### src/rtl/uart_tx_pkg.sv
// Constants and types shared by the serial transmitter block
package uart_tx_pkg;
   localparam int ADDR_W = 8;
   localparam int DATA_W = 32;
   localparam int REG_W = 8;

   // Register byte addresses
   localparam logic [7:0] ADDR_CTRL_ONE = 8'h00;
   localparam logic [7:0] ADDR_CTRL_TWO = 8'h04;
   localparam logic [7:0] ADDR_BAUD = 8'h08;
   localparam logic [7:0] ADDR_STATUS = 8'h0C;
   localparam logic [7:0] ADDR_DATA = 8'h10;

   // serial_control_one fields
   localparam int C1_GLOBAL_EN = 7;
   localparam int C1_DATA_LEN = 6;
   localparam int C1_PAR_EN = 5;
   localparam int C1_PAR_TYPE = 4;
   localparam int C1_STOP_CNT = 3;
   localparam int C1_BREAK = 2;
   localparam int C1_RX_NINTH = 1;
   localparam int C1_TX_NINTH = 0;

   // serial_control_two fields
   localparam int C2_TX_EN = 7;
   localparam int C2_RX_EN = 6;
   localparam int C2_SPEED = 5;
   localparam int C2_ADDR_DET = 4;
   localparam int C2_TXE_IE = 0;

   // serial_status_register fields
   localparam int SR_TX_EMPTY = 0;
   localparam int SR_TX_IDLE = 1;
   localparam int SR_RX_IDLE = 2;
   localparam int SR_RX_READY = 3;
   localparam int SR_OVERRUN = 4;
   localparam int SR_FRAMING = 5;
   localparam int SR_PARITY = 6;
   localparam int SR_NOISE = 7;

   // Reset values: disabled, 8 data bits, no parity, one stop bit
   localparam logic [7:0] CTRL_ONE_RST = 8'h00;
   localparam logic [7:0] CTRL_TWO_RST = 8'h00;
   localparam logic [7:0] BAUD_RST = 8'h00;

   // Baud prescale factors and frame lengths
   localparam int PRESCALE_LOW = 64;
   localparam int PRESCALE_HIGH = 16;
   localparam logic [5:0] PRE_LAST_LOW = 6'(PRESCALE_LOW - 1);
   localparam logic [5:0] PRE_LAST_HIGH = 6'(PRESCALE_HIGH - 1);
   localparam logic [3:0] LAST_BIT_EIGHT = 4'h7;
   localparam logic [3:0] LAST_BIT_NINE = 4'h8;
   localparam logic [3:0] BREAK_LAST = 4'hC;

   typedef enum logic [2:0] {
      TX_IDLE,
      TX_START,
      TX_DATA,
      TX_BREAK,
      TX_STOP
   } tx_state_t;
endpackage

### src/rtl/uart_tx_enable_format.sv
// Serial transmitter with enable control, frame format and APB registers
//
// Register access over APB and the address map were chosen for this implementation.
`timescale 1ns/1ps
// Contract
// RQ1 - All three enables set: drive output pin, use input pin for receive.
// RQ2 - Output line sits high whenever no frame is shifting.
// RQ3 - Global disable releases both pins and empties the data buffer.
// RQ4 - Disable clears enables, break, receive flags; sets idle and empty.
// RQ5 - Disable keeps all other control and divisor bits unchanged.
// RQ6 - Global disable aborts any frame at once, back to reset state.
// RQ7 - Data length bit picks 8 or 9 data bits; set means 9.
// RQ8 - Parity enable switches parity; parity type picks odd or even.
// RQ9 - Parity takes last data position: 7 or 8 data bits remain.
// RQ10 - With address detect, the data MSB flags an address character.
// RQ11 - Stop count one or two applies to transmit only.
// RQ12 - In 9-bit mode the ninth bit comes from a control bit.
// RQ13 - Shift register reloads only after stop bits and if data waits.
// RQ14 - Sending needs enable, data and baud clock; data may come first.
// RQ15 - Dropping transmit enable mid frame stops and resets transmitter.
// RQ16 - Data bits leave least significant bit first.
// RQ17 - Data writes are ignored while transmit-empty reads zero.
// RQ18 - Transmit-empty clears only on status access then data write.
// RQ19 - Transmit-empty set when holding free; request if its enable set.
// RQ20 - Busy write waits in holding; idle write starts at once.
// RQ21 - Transmitter-idle sets when a frame or break frame finishes.
// RQ22 - Baud is clock over 64 or 16 times divisor plus one.
// RQ23 - Reset format is eight data bits, no parity, one stop bit.
// RQ24 - Transmitter-idle clears on the same status-then-write pair.
// RQ25 - Parity makes ones count even in even mode, odd in odd.
module uart_tx_enable_format
   import uart_tx_pkg::*;
(
   // Clock, reset and freeze
   input wire logic pclk,
   input wire logic presetn,
   input wire logic ce,
   // APB slave
   input wire logic psel,
   input wire logic penable,
   input wire logic pwrite,
   input wire logic [uart_tx_pkg::ADDR_W-1:0] paddr,
   input wire logic [uart_tx_pkg::DATA_W-1:0] pwdata,
   output logic [uart_tx_pkg::DATA_W-1:0] prdata,
   output logic pready,
   output logic pslverr,
   // Serial pins
   output logic serial_out_pin,
   output logic serial_out_oe_n,
   input wire logic serial_in_pin,
   output logic serial_in_select,
   // Transmit-empty request
   output logic tx_empty_irq
);
   logic [7:0] ctrl1_ff;
   logic [7:0] nxt_ctrl1;
   logic [7:0] ctrl2_ff;
   logic [7:0] nxt_ctrl2;
   logic [7:0] baud_ff;
   logic [7:0] hold_ff;
   logic hold_full_ff;
   logic txe_ff;
   logic tidle_ff;
   logic armed_ff;
   tx_state_t state_ff;
   logic [8:0] shift_ff;
   logic [3:0] bits_ff;
   logic stop_ff;
   logic [5:0] pre_ff;
   logic [7:0] div_ff;
   logic line_ff;
   logic [DATA_W-1:0] prdata_ff;
   logic acc;
   logic wr_acc;
   logic mapped;
   logic data_wr;
   logic take;
   logic direct;
   logic reload;
   logic frame_end;
   logic tick;
   logic gen;
   logic tx_run;
   logic brk;
   logic [5:0] pre_last;
   logic [3:0] last_bit;
   logic [7:0] status;

   // Build the shifted word from a data byte and the format bits
   function automatic logic [8:0] frame_word(input logic [7:0] d);
      logic [8:0] w;
      w = {ctrl1_ff[C1_TX_NINTH] & ctrl1_ff[C1_DATA_LEN], d}; // RQ12 RQ7
      if (ctrl1_ff[C1_PAR_EN]) // RQ8
      begin
         if (ctrl1_ff[C1_DATA_LEN])
            w[8] = ctrl1_ff[C1_PAR_TYPE] ^ (^d); // RQ9 RQ25
         else
            w[7] = ctrl1_ff[C1_PAR_TYPE] ^ (^d[6:0]); // RQ9 RQ25
      end
      // The top data bit doubles as the address flag; no change here
      return w; // RQ10
   endfunction

   assign gen = ctrl1_ff[C1_GLOBAL_EN];
   assign brk = ctrl1_ff[C1_BREAK];
   assign tx_run = gen & ctrl2_ff[C2_TX_EN];
   assign acc = psel & penable;
   assign wr_acc = acc & pwrite & ce;
   assign pready = ce;
   assign mapped = (paddr == ADDR_CTRL_ONE) || (paddr == ADDR_CTRL_TWO)
      || (paddr == ADDR_BAUD) || (paddr == ADDR_STATUS)
      || (paddr == ADDR_DATA);
   assign pslverr = acc & ~mapped;
   assign prdata = prdata_ff;

   // Pin function select
   assign serial_out_oe_n = ~tx_run; // RQ1 RQ3 RQ15
   assign serial_in_select = gen & ctrl2_ff[C2_RX_EN]; // RQ1 RQ3
   assign serial_out_pin = line_ff;
   assign tx_empty_irq = txe_ff & ctrl2_ff[C2_TXE_IE] & gen; // RQ19

   // Control register one; break request dies with the global enable
   always_comb
   begin
      nxt_ctrl1 = ctrl1_ff;
      if (wr_acc && paddr == ADDR_CTRL_ONE)
         nxt_ctrl1 = pwdata[7:0];
      nxt_ctrl1[C1_RX_NINTH] = 1'b0;
      if (!nxt_ctrl1[C1_GLOBAL_EN])
         nxt_ctrl1[C1_BREAK] = 1'b0; // RQ4 RQ5
   end

   always_ff @(posedge pclk or negedge presetn)
   begin
      if (!presetn)
         ctrl1_ff <= CTRL_ONE_RST; // RQ23
      else if (ce)
         ctrl1_ff <= nxt_ctrl1;
   end

   // Control register two; both enables drop while disabled
   always_comb
   begin
      nxt_ctrl2 = ctrl2_ff;
      if (wr_acc && paddr == ADDR_CTRL_TWO)
         nxt_ctrl2 = pwdata[7:0];
      if (!nxt_ctrl1[C1_GLOBAL_EN])
      begin
         nxt_ctrl2[C2_TX_EN] = 1'b0; // RQ4 RQ5
         nxt_ctrl2[C2_RX_EN] = 1'b0; // RQ4
      end
   end

   always_ff @(posedge pclk or negedge presetn)
   begin
      if (!presetn)
         ctrl2_ff <= CTRL_TWO_RST;
      else if (ce)
         ctrl2_ff <= nxt_ctrl2;
   end

   always_ff @(posedge pclk or negedge presetn)
   begin
      if (!presetn)
         baud_ff <= BAUD_RST;
      else if (ce && wr_acc && paddr == ADDR_BAUD)
         baud_ff <= pwdata[7:0]; // RQ5
   end

   // Status register image; receive side flags idle and clear
   always_comb
   begin
      status = 8'h00;
      status[SR_TX_EMPTY] = txe_ff;
      status[SR_TX_IDLE] = tidle_ff;
      status[SR_RX_IDLE] = 1'b1; // RQ4
      status[SR_RX_READY] = 1'b0; // RQ4
      status[SR_OVERRUN] = 1'b0;
      status[SR_FRAMING] = 1'b0;
      status[SR_PARITY] = 1'b0;
      status[SR_NOISE] = 1'b0;
   end

   // Read data captured in the setup phase
   always_ff @(posedge pclk or negedge presetn)
   begin
      if (!presetn)
         prdata_ff <= 32'h0000_0000;
      else if (ce && psel && !penable && !pwrite)
      begin
         unique case (paddr)
            ADDR_CTRL_ONE: prdata_ff <= {24'h00_0000, ctrl1_ff};
            ADDR_CTRL_TWO: prdata_ff <= {24'h00_0000, ctrl2_ff};
            ADDR_BAUD: prdata_ff <= {24'h00_0000, baud_ff};
            ADDR_STATUS: prdata_ff <= {24'h00_0000, status};
            default: prdata_ff <= 32'h0000_0000;
         endcase
      end
   end

   // Write acceptance for the data register
   assign data_wr = wr_acc && paddr == ADDR_DATA;
   assign take = data_wr & armed_ff & txe_ff; // RQ17 RQ18
   assign direct = take & tx_run & (state_ff == TX_IDLE) & ~brk; // RQ20
   assign reload = tx_run & hold_full_ff
      & ((state_ff == TX_IDLE) | frame_end); // RQ13 RQ14

   // Status access arms the clearing pair; the data write disarms it
   always_ff @(posedge pclk or negedge presetn)
   begin
      if (!presetn)
         armed_ff <= 1'b0;
      else if (ce)
      begin
         if (acc && paddr == ADDR_STATUS)
            armed_ff <= 1'b1; // RQ18
         else if (acc && paddr == ADDR_DATA)
            armed_ff <= 1'b0; // RQ18
      end
   end

   // Holding register and transmit-empty flag
   always_ff @(posedge pclk or negedge presetn)
   begin
      if (!presetn)
      begin
         hold_ff <= 8'h00;
         hold_full_ff <= 1'b0;
         txe_ff <= 1'b1;
      end
      else if (ce)
      begin
         if (!gen)
         begin
            hold_full_ff <= 1'b0; // RQ3
            txe_ff <= 1'b1; // RQ4
         end
         else if (reload)
         begin
            hold_full_ff <= 1'b0;
            txe_ff <= 1'b1; // RQ19
         end
         else if (take && !direct)
         begin
            hold_ff <= pwdata[7:0]; // RQ14 RQ20
            hold_full_ff <= 1'b1;
            txe_ff <= 1'b0; // RQ18
         end
      end
   end

   // Transmitter idle flag; a set beats a clear in the same cycle
   always_ff @(posedge pclk or negedge presetn)
   begin
      if (!presetn)
         tidle_ff <= 1'b1;
      else if (ce)
      begin
         if (!gen)
            tidle_ff <= 1'b1; // RQ4
         else if (frame_end && !reload)
            tidle_ff <= 1'b1; // RQ21
         else if (!tx_run && state_ff != TX_IDLE)
            tidle_ff <= 1'b1; // RQ15
         else if (take)
            tidle_ff <= 1'b0; // RQ24
      end
   end

   // Baud generator, restarted at each frame so bits are whole
   assign pre_last = ctrl2_ff[C2_SPEED] ? PRE_LAST_HIGH : PRE_LAST_LOW;
   assign tick = (state_ff != TX_IDLE) && (pre_ff == pre_last)
      && (div_ff == baud_ff); // RQ22

   always_ff @(posedge pclk or negedge presetn)
   begin
      if (!presetn)
      begin
         pre_ff <= 6'h00;
         div_ff <= 8'h00;
      end
      else if (ce)
      begin
         if (state_ff == TX_IDLE || !tx_run)
         begin
            pre_ff <= 6'h00;
            div_ff <= 8'h00;
         end
         else if (pre_ff == pre_last)
         begin
            pre_ff <= 6'h00; // RQ22
            div_ff <= (div_ff == baud_ff) ? 8'h00 : div_ff + 8'h01;
         end
         else
            pre_ff <= pre_ff + 6'h01;
      end
   end

   // Transmit sequencer
   assign last_bit = ctrl1_ff[C1_DATA_LEN] ? LAST_BIT_NINE
      : LAST_BIT_EIGHT; // RQ7
   assign frame_end = (state_ff == TX_STOP) && tick
      && (stop_ff == ctrl1_ff[C1_STOP_CNT]); // RQ11

   always_ff @(posedge pclk or negedge presetn)
   begin
      if (!presetn)
      begin
         state_ff <= TX_IDLE;
         shift_ff <= 9'h000;
         bits_ff <= 4'h0;
         stop_ff <= 1'b0;
      end
      else if (ce)
      begin
         if (!tx_run)
            state_ff <= TX_IDLE; // RQ6 RQ15
         else
         begin
            unique case (state_ff)
               TX_IDLE:
               begin
                  bits_ff <= 4'h0;
                  stop_ff <= 1'b0;
                  if (direct)
                  begin
                     shift_ff <= frame_word(pwdata[7:0]); // RQ20
                     state_ff <= TX_START;
                  end
                  else if (reload)
                  begin
                     shift_ff <= frame_word(hold_ff); // RQ14
                     state_ff <= TX_START;
                  end
                  else if (brk)
                  begin
                     shift_ff <= 9'h000;
                     state_ff <= TX_START;
                  end
               end
               TX_START:
                  if (tick)
                     state_ff <= brk ? TX_BREAK : TX_DATA;
               TX_DATA:
                  if (tick)
                  begin
                     shift_ff <= {1'b0, shift_ff[8:1]}; // RQ16
                     bits_ff <= bits_ff + 4'h1;
                     if (bits_ff == last_bit)
                     begin
                        bits_ff <= 4'h0;
                        state_ff <= TX_STOP;
                     end
                  end
               TX_BREAK:
                  if (tick)
                  begin
                     bits_ff <= bits_ff + 4'h1;
                     if (bits_ff == BREAK_LAST)
                     begin
                        bits_ff <= 4'h0;
                        if (!brk)
                           state_ff <= TX_STOP; // RQ21
                     end
                  end
               TX_STOP:
                  if (tick)
                  begin
                     stop_ff <= 1'b1;
                     if (frame_end)
                     begin
                        stop_ff <= 1'b0;
                        if (reload)
                        begin
                           shift_ff <= frame_word(hold_ff); // RQ13
                           state_ff <= TX_START;
                        end
                        else if (brk)
                           state_ff <= TX_START;
                        else
                           state_ff <= TX_IDLE;
                     end
                  end
               default: state_ff <= TX_IDLE;
            endcase
         end
      end
   end

   // Line level follows the sequencer state one cycle later
   always_ff @(posedge pclk or negedge presetn)
   begin
      if (!presetn)
         line_ff <= 1'b1;
      else if (ce)
      begin
         if (!tx_run)
            line_ff <= 1'b1; // RQ2
         else if (state_ff == TX_START || state_ff == TX_BREAK)
            line_ff <= 1'b0;
         else if (state_ff == TX_DATA)
            line_ff <= shift_ff[0]; // RQ16
         else
            line_ff <= 1'b1; // RQ2
      end
   end
endmodule

### config.mk
export PLATFORM = sky130hd
export DESIGN_NAME = uart_tx_enable_format
export DESIGN_NICKNAME = d
export VERILOG_FILES = /design/src/rtl/uart_tx_pkg.sv /design/src/rtl/uart_tx_enable_format.sv
export SDC_FILE = /design/constraint.sdc
export NUM_CORES = 1
export LEC_CHECK = 0
export BUFFER_PORTS_ARGS = -buffer_cell sky130_fd_sc_hd__buf_2
export CORE_MARGIN = 1
export CORE_UTILIZATION = 52
export CTS_BUF_LIST = sky130_fd_sc_hd__clkbuf_8
export DETAILED_ROUTE_END_ITERATION = 16
export GPL_TIMING_DRIVEN = 0
export PLACE_DENSITY = 0.88
export SLEW_MARGIN = 30
export SYNTH_ARGS = -nofsm -noshare
export SYNTH_HDL_FRONTEND = slang
export SYNTH_SLANG_ARGS = --single-unit
### constraint.sdc
create_clock -name pclk -period 3.55 [get_ports pclk]
set_input_delay 0.71 -clock pclk [delete_from_list [all_inputs] [get_ports pclk]]
set_output_delay 0.71 -clock pclk [all_outputs]
set_load 0.01 [all_outputs]
==> impl_results.md, run 1 <==
- CTS buffer count: 9
- Syn avg cell area: 9.55 um^2
- Setup bufs post-CTS: 0
- Outcome: complete, no violations
- Startpoint type of the worst setup path: primary input
- Longest Clk Path Bufs: 2
- P_leak: roughly 0.0025 uW
- Arrival @ worst endpoint: between 3 and 4 ns
- Max Slew Vio Count: 0
- Worst hold slack: between 0.2 and 0.3 ns
- Yosys Warn Count: 0
- Power Total: ~1800 uW
- Leading area contributor after synthesis: dfrtp_1
- Seq/Total Area, Yosys: 0.416
- WL/cell: 16.7 um
- Ys async rst share: 1.00
- Antenna viol nets, final: 0
- Initial DRC count: 330
- Initial antenna violation count: 0
- Cell area after synthesis: ~0.0045 mm^2
- Die Span Y: around 95 um
- WS Path Type: in2reg
- Num ports: between 80 and 90
- Die width: around 95 um
- ANT cells: 0
- Rows: 33
- Worst Path Max Fanout: 9
- Core Region: 0.00830 mm^2
- Synth top area cells: dfrtp_1 (40%), nand2_1 (4.9%), buf_4 (4.2%), mux2i_1 (3.1%), mux2_2 (3.0%)
- Port Buffers: 33
- Final period utilization: 0.882
- Clk_skew: 0.00706 ns
- Vias/cell: just under 6
- Post-DP HPWL: between 7000 and 8000 um
- Critical R2R Launch: baud_ff[1]
- Fraction of layout cells with a size suffix above 1: 0.198
- H-tree Lvls: 3
- EDFF count, synth: 0
- Type of the worst min-delay path: in2async
- Largest net degree at the start of global routing: 48
- Worst Setup End Kind: flip-flop
- Fmax: between 0.3 and 0.4 GHz
- Netlist cell types: about 70
- Yosys reg bits: 75
- Setup-failing EPs final: 0
- Reg clk slew, reported paths: approximately 0.09 ns
- WL final: ~11000 um
- DRC errors left: 0
- Post-route cell area: between 0.005 and 0.006 mm^2
- Post-Syn Instances: approximately 470
- Hold Vio Cnt, Final: 0
- Worst path required time: around 3.8 ns
- Layout area overhead: 14.4%
- Pwr Density: between 300 and 400 mW/mm^2
- Via count: between 3000 and 4000
- Max-cap viol count: 0
- Clock Latency Late Sink: about 0.36 ns
- Critical path startpoint: paddr[2]
- Synth top area share: 0.399
- Nets: approximately 600
- Final setup TNS: 0 ns
- Unrepaired setup endpoints after global routing: false
- CTS Hold Bufs: 0
- Gp weighted congestion: 0.872
- Worst Max-Slew Pin Slew: about 0.9 ns
- Die area: ~0.0091 mm^2
- Most frequent cells in the layout: dfrtp_1 (72), nand2_1 (59), buf_2 (33)
- Starting density of the core: 0.545
- Synth Flop Type: dfrtp_1
- PostCTS Resize Cnt: 0
- Min Tclk post-route: 3.13 ns
- Gr ovfl total: 0
- First-pass iteration count of the detailed router: 5
- Commonest non-fill, non-tap cell in the layout: dfrtp_1
- Rel. slew slack: 0.401
- CTS tree: done
- Reg2Reg Setup Slack: slightly below 0.5 ns
- Area post-placement: about 0.005 mm^2
- First-pass GRT wire length: between 15000 and 20000 um
- CTS sink cnt: 75
- Filler cell count: about 660
- Root buf cell: clkbuf_8
- Vias in the first global route: 3662
- Worst vdd ir: a little over 0.3 mV
- All-Layer GR Usage: 0.259
## critical path, stage by stage
cell       delay, ns
clkbuf_1        0.15
or4_1           0.56
nor4_2          0.37
o21ai_1         0.14
a32o_1          0.37
a2111oi_4       0.73
mux2_4          0.35
## layer usage
layer	part of all wire	wire length [um]	up-vias	GRT usage
li1	-	-	1755	-
met1	0.41	4490	1862	0.333
met2	0.49	5340	171	0.417
met3	0.058	626	42	0.0574
met4	0.035	383	0	0.120
met5	0	0	-	0
## cell type report
type / instances / area [um^2] / area share
clock buffers: 9 / 124 / 0.0240
clock inverters: 7 / 109 / 0.0211
plain buffers: 46 / 268 / 0.0518
flip-flops and latches: 75 / 1880 / 0.364
multi-input cells: 352 / 2380 / 0.460
repair buffers: 34 / 195 / 0.0378
well taps: 105 / 131 / 0.0254
inverters: 23 / 86.3 / 0.0167
## state kept, by name, summed over array words and instances (netlist names), 3 cells and up
signal and cells:
pre_ff 6, prdata 8, shift_ff 9, div_ff 8, ctrl1_ff 7, ctrl2_ff 8, baud_ff 8, hold_ff 8
state_ff 3, bits_ff 4
## per-stage QoR
stage / cells / utilization / worst slack (ns)
2_1_floorplan: 496 / - / 0.470
3_3_place_gp: 634 / 0.591 / 0.108
3_5_place_dp: 635 / 0.595 / 0.0539
4_1_cts: 651 / 0.623 / 0.429
5_1_grt: 651 / 0.623 / 0.318
6_report: 651 / 0.623 / 0.418
## where the power goes
group | internal (uW) | total, uW | switching, uW
Clock | 410 | 774 | 364
Sequential | 871 | 886 | 14.8
Combinational | 74.4 | 178 | 103
## worst paths after layout
path | endpoint | cells past startpoint
max in group asynchronous | serial_out_pin | 2
worst min register to register | tidle_ff | 2
worst max register to register | shift_ff[7] | 6
worst max-delay path | shift_ff[7] | 7
worst min-delay path | prdata[4] | 1
min in group pclk | tidle_ff | 2
## Yosys cell counts (5+ instances only)
cell      number
nor2b_1        6
o211ai_1       7
mux2i_1       14
mux2_1        10
mux2_2        12
xor2_1        12
a21oi_1       20
nand2b_1       5
buf_4         25
or4_1          5
clkbuf_1      18
nand2_1       59
o21ai_0       23
inv_1         22
nand4_1        5
nor2_1        20
or3_1          6
a22o_1         8
dfrtp_1       72
xnor2_1       14
nor3_1         6
nand3_1       20
o31ai_1        8
## kinds of logic (layout without fill, tap and decap cells)
kind of cell	Yosys count	after routing	share of synthesized area
AOI/OAI and AO/OA	97	97	0.148
xor gates and xnor gates	28	28	0.0604
adders and majority gates	4	4	0.0111
buffers and inverters	69	119	0.0783
DFF	75	75	0.416
muxes	39	39	0.0975
other	1	24	0.000830
and+or+nand+nor	160	160	0.187
(Power assumes the default switching activity.)
==> run 2, diff against run 1 <==
--- a/config.mk
+++ b/config.mk
@@ -6,9 +6,9 @@
 export NUM_CORES = 1
 export LEC_CHECK = 0
 export BUFFER_PORTS_ARGS = -buffer_cell sky130_fd_sc_hd__buf_2
+export CORE_ASPECT_RATIO = 0.5
 export CORE_MARGIN = 1
 export CORE_UTILIZATION = 52
-export CTS_BUF_LIST = sky130_fd_sc_hd__clkbuf_8
 export DETAILED_ROUTE_END_ITERATION = 16
 export GPL_TIMING_DRIVEN = 0
 export PLACE_DENSITY = 0.88
==> constraint.sdc (replaced) <==
create_clock -name pclk -period 2.9 [get_ports pclk]
set_input_delay 0.58 -clock pclk [delete_from_list [all_inputs] [get_ports pclk]]
set_output_delay 0.58 -clock pclk [all_outputs]
set_load 0.01 [all_outputs]
==> run 2 against run 1 <==
  * First-iteration DRC count increased by 34%
  * Die area is 0.25% higher
  * Clock power up 67%
==> impl_results.md, run 2 (synthesized netlist as in run 1, its figures left out) <==
- P_leak: 0.00258 uW (+3.4%)
- Layout area overhead: 18.2%
- Nets: 595 (+0.51%)
- First-pass GRT wire length: 17600 um (-1.4%)
- Outcome: complete, no violations
- WL final: 11100 um (+2.4%)
- Initial DRC count: 442 (+34%)
- Num ports: 85 (unchanged)
- Worst vdd ir: 0.380 mV (+25%)
- All-Layer GR Usage: 0.253 (-0.00647)
- Via count: 3880 (+1.3%)
- Power Total: 2600 uW (+41%)
- Worst Setup End Kind: flip-flop
- Final period utilization: 0.986
- Core Region: 0.00820 mm^2 (-1.2%)
- Critical R2R Launch: ctrl1_ff[7]
- Min Tclk post-route: about 2.9 ns
- Longest Clk Path Bufs: 2 (unchanged)
- Gp weighted congestion: 0.886 (+1.7%)
- Setup-failing EPs final: 0 (unchanged)
- Commonest non-fill, non-tap cell in the layout: dfrtp_1
- Most frequent cells in the layout: dfrtp_1 (71), nand2_1 (59), buf_2 (33)
- Antenna viol nets, final: 0 (unchanged)
- Worst path required time: 3.12 ns (-0.68 ns)
- Die width: 134 um (+41%)
- Arrival @ worst endpoint: 3.08 ns (-0.30 ns)
- CTS Hold Bufs: 0 (unchanged)
- DRC errors left: 0 (unchanged)
- Startpoint type of the worst setup path: primary input
- Worst Path Max Fanout: 8 (-1)
- Sequential Area: 0.00188 mm^2 (about the same)
- ANT cells: 0 (unchanged)
- Post-DP HPWL: 7510 um (-4.1%)
- Largest net degree at the start of global routing: 51 (+6.3%)
- Critical path startpoint: paddr[1]
- Max-cap viol count: 0 (unchanged)
- Initial antenna violation count: 0 (unchanged)
- Gr ovfl total: 0 (unchanged)
- WS Path Type: in2reg
- Hold Vio Cnt, Final: 0 (unchanged)
- Fraction of layout cells with a size suffix above 1: 0.209 (+0.0117)
- Clk_skew: 0.00587 ns (-0.00119 ns)
- WL/cell: 16.8 um (+0.82%)
- CTS tree: done
- First-pass iteration count of the detailed router: 5 (unchanged)
- Port Buffers: 33 (unchanged)
- Filler cell count: 613 (-7.4%)
- Type of the worst min-delay path: in2async
- H-tree Lvls: 3 (unchanged)
- CTS buffer count: 9 (unchanged)
- Die Span Y: 67.9 um (-29%)
- Rows: 23 (-30%)
- Multi-input logic area: 0.00239 mm^2 (+0.58%)
- Post-route cell area: 0.00534 mm^2 (+3.4%)
- Area post-placement: 0.00496 mm^2 (+0.46%)
- Worst hold slack: 0.147 ns (-0.135 ns)
- Max Slew Vio Count: 0 (unchanged)
- Reg clk slew, reported paths: 0.06 ns (-0.03 ns)
- Vias/cell: 5.87 (-0.23%)
- CTS sink cnt: 75 (unchanged)
- Largest Register: shift_ff
- Starting density of the core: 0.551 (+0.00648)
- Final setup TNS: 0 ns (unchanged)
- Rel. slew slack: 0.536 (+0.135)
- Vias in the first global route: 3513 (-4.1%)
- Max FFs per register: 9 (unchanged)
- Root buf cell: clkbuf_16
- Pwr Density: 486 mW/mm^2 (+37%)
- Fmax: 0.350 GHz
- Worst Max-Slew Pin Slew: 0.693 ns (-0.206 ns)
- Clock Latency Late Sink: 0.34 ns (-0.02 ns)
- Die area: 0.00909 mm^2 (+0.25%)
run 2: cell count changes in the layout (fill, tap and decap cells not counted), moves of 2 or more:
cell / before / now
inv_8: 2 / 0
clkinv_4: 2 / 0
clkbuf_8: 9 / 1
buf_4: 26 / 29
clkinv_2: 0 / 2
clkbuf_16: 0 / 9
run 2: metal layers:
metal,wire (um),vias up,GRT usage
li1,-,1773,-
met1,4840,1872,0.331
met4,267,0,0.124
met3,881,34,0.0622
met2,5110,201,0.400
met5,0,-,0
run 2: stage by stage:
step                 util  worst slack (ns)  std cells
CTS                 0.649            0.0351        659
detailed placement  0.605            -0.303        642
finish              0.652            0.0412        661
floorplan               -            0.0147        496
global route        0.652          -0.00736        661
global placement    0.600            -0.275        641
run 2: repair_timing:
item / 4_1_cts / 5_1_grt
pin swaps: 1 / 2
buffers inserted: 1 / 3
gates resized for setup: 0 / 2
endpoints found under the hold margin: 0 / 0
setup endpoints to repair: 9 / 17
run 2: path summary, 6_finish.rpt:
kind                                  end  slack, ns  cells past startpoint
max in group asynchronous  serial_out_pin       2.14                      2
hold reg to reg                 prdata[4]       0.47                      2
hold / removal                  prdata[5]       0.15                      1
setup / recovery               hold_ff[2]       0.04                      6
min in group pclk               prdata[4]       0.47                      2
setup reg to reg               hold_ff[2]       0.07                      8
run 2: power breakdown:
part / leakage [uW] / internal [uW] / switching, uW
sequential: 0.000979 / 1070 / 17.3
combinational: 0.00144 / 93.9 / 131
clock: 0.000169 / 861 / 428
run 2: area by class of cell:
| cell class | count | area share |
|---|---|---|
| Buffer | 45 | 0.0496 |
| Multi-Input combinational cell | 352 | 0.447 |
| Timing Repair Buffer | 38 | 0.0445 |
| Clock buffer | 11 | 0.0454 |
| Clock inverter | 5 | 0.0187 |
| Sequential cell | 75 | 0.352 |
| Inverter | 23 | 0.0162 |
| Tap cell | 112 | 0.0262 |
run 2: worst max-delay path, stage by stage:
cell and delay, ns:
buf_2 0.09, or3_1 0.44, or3_1 0.39, nor4_1 0.56
nand3b_1 0.54, mux2_1 0.48
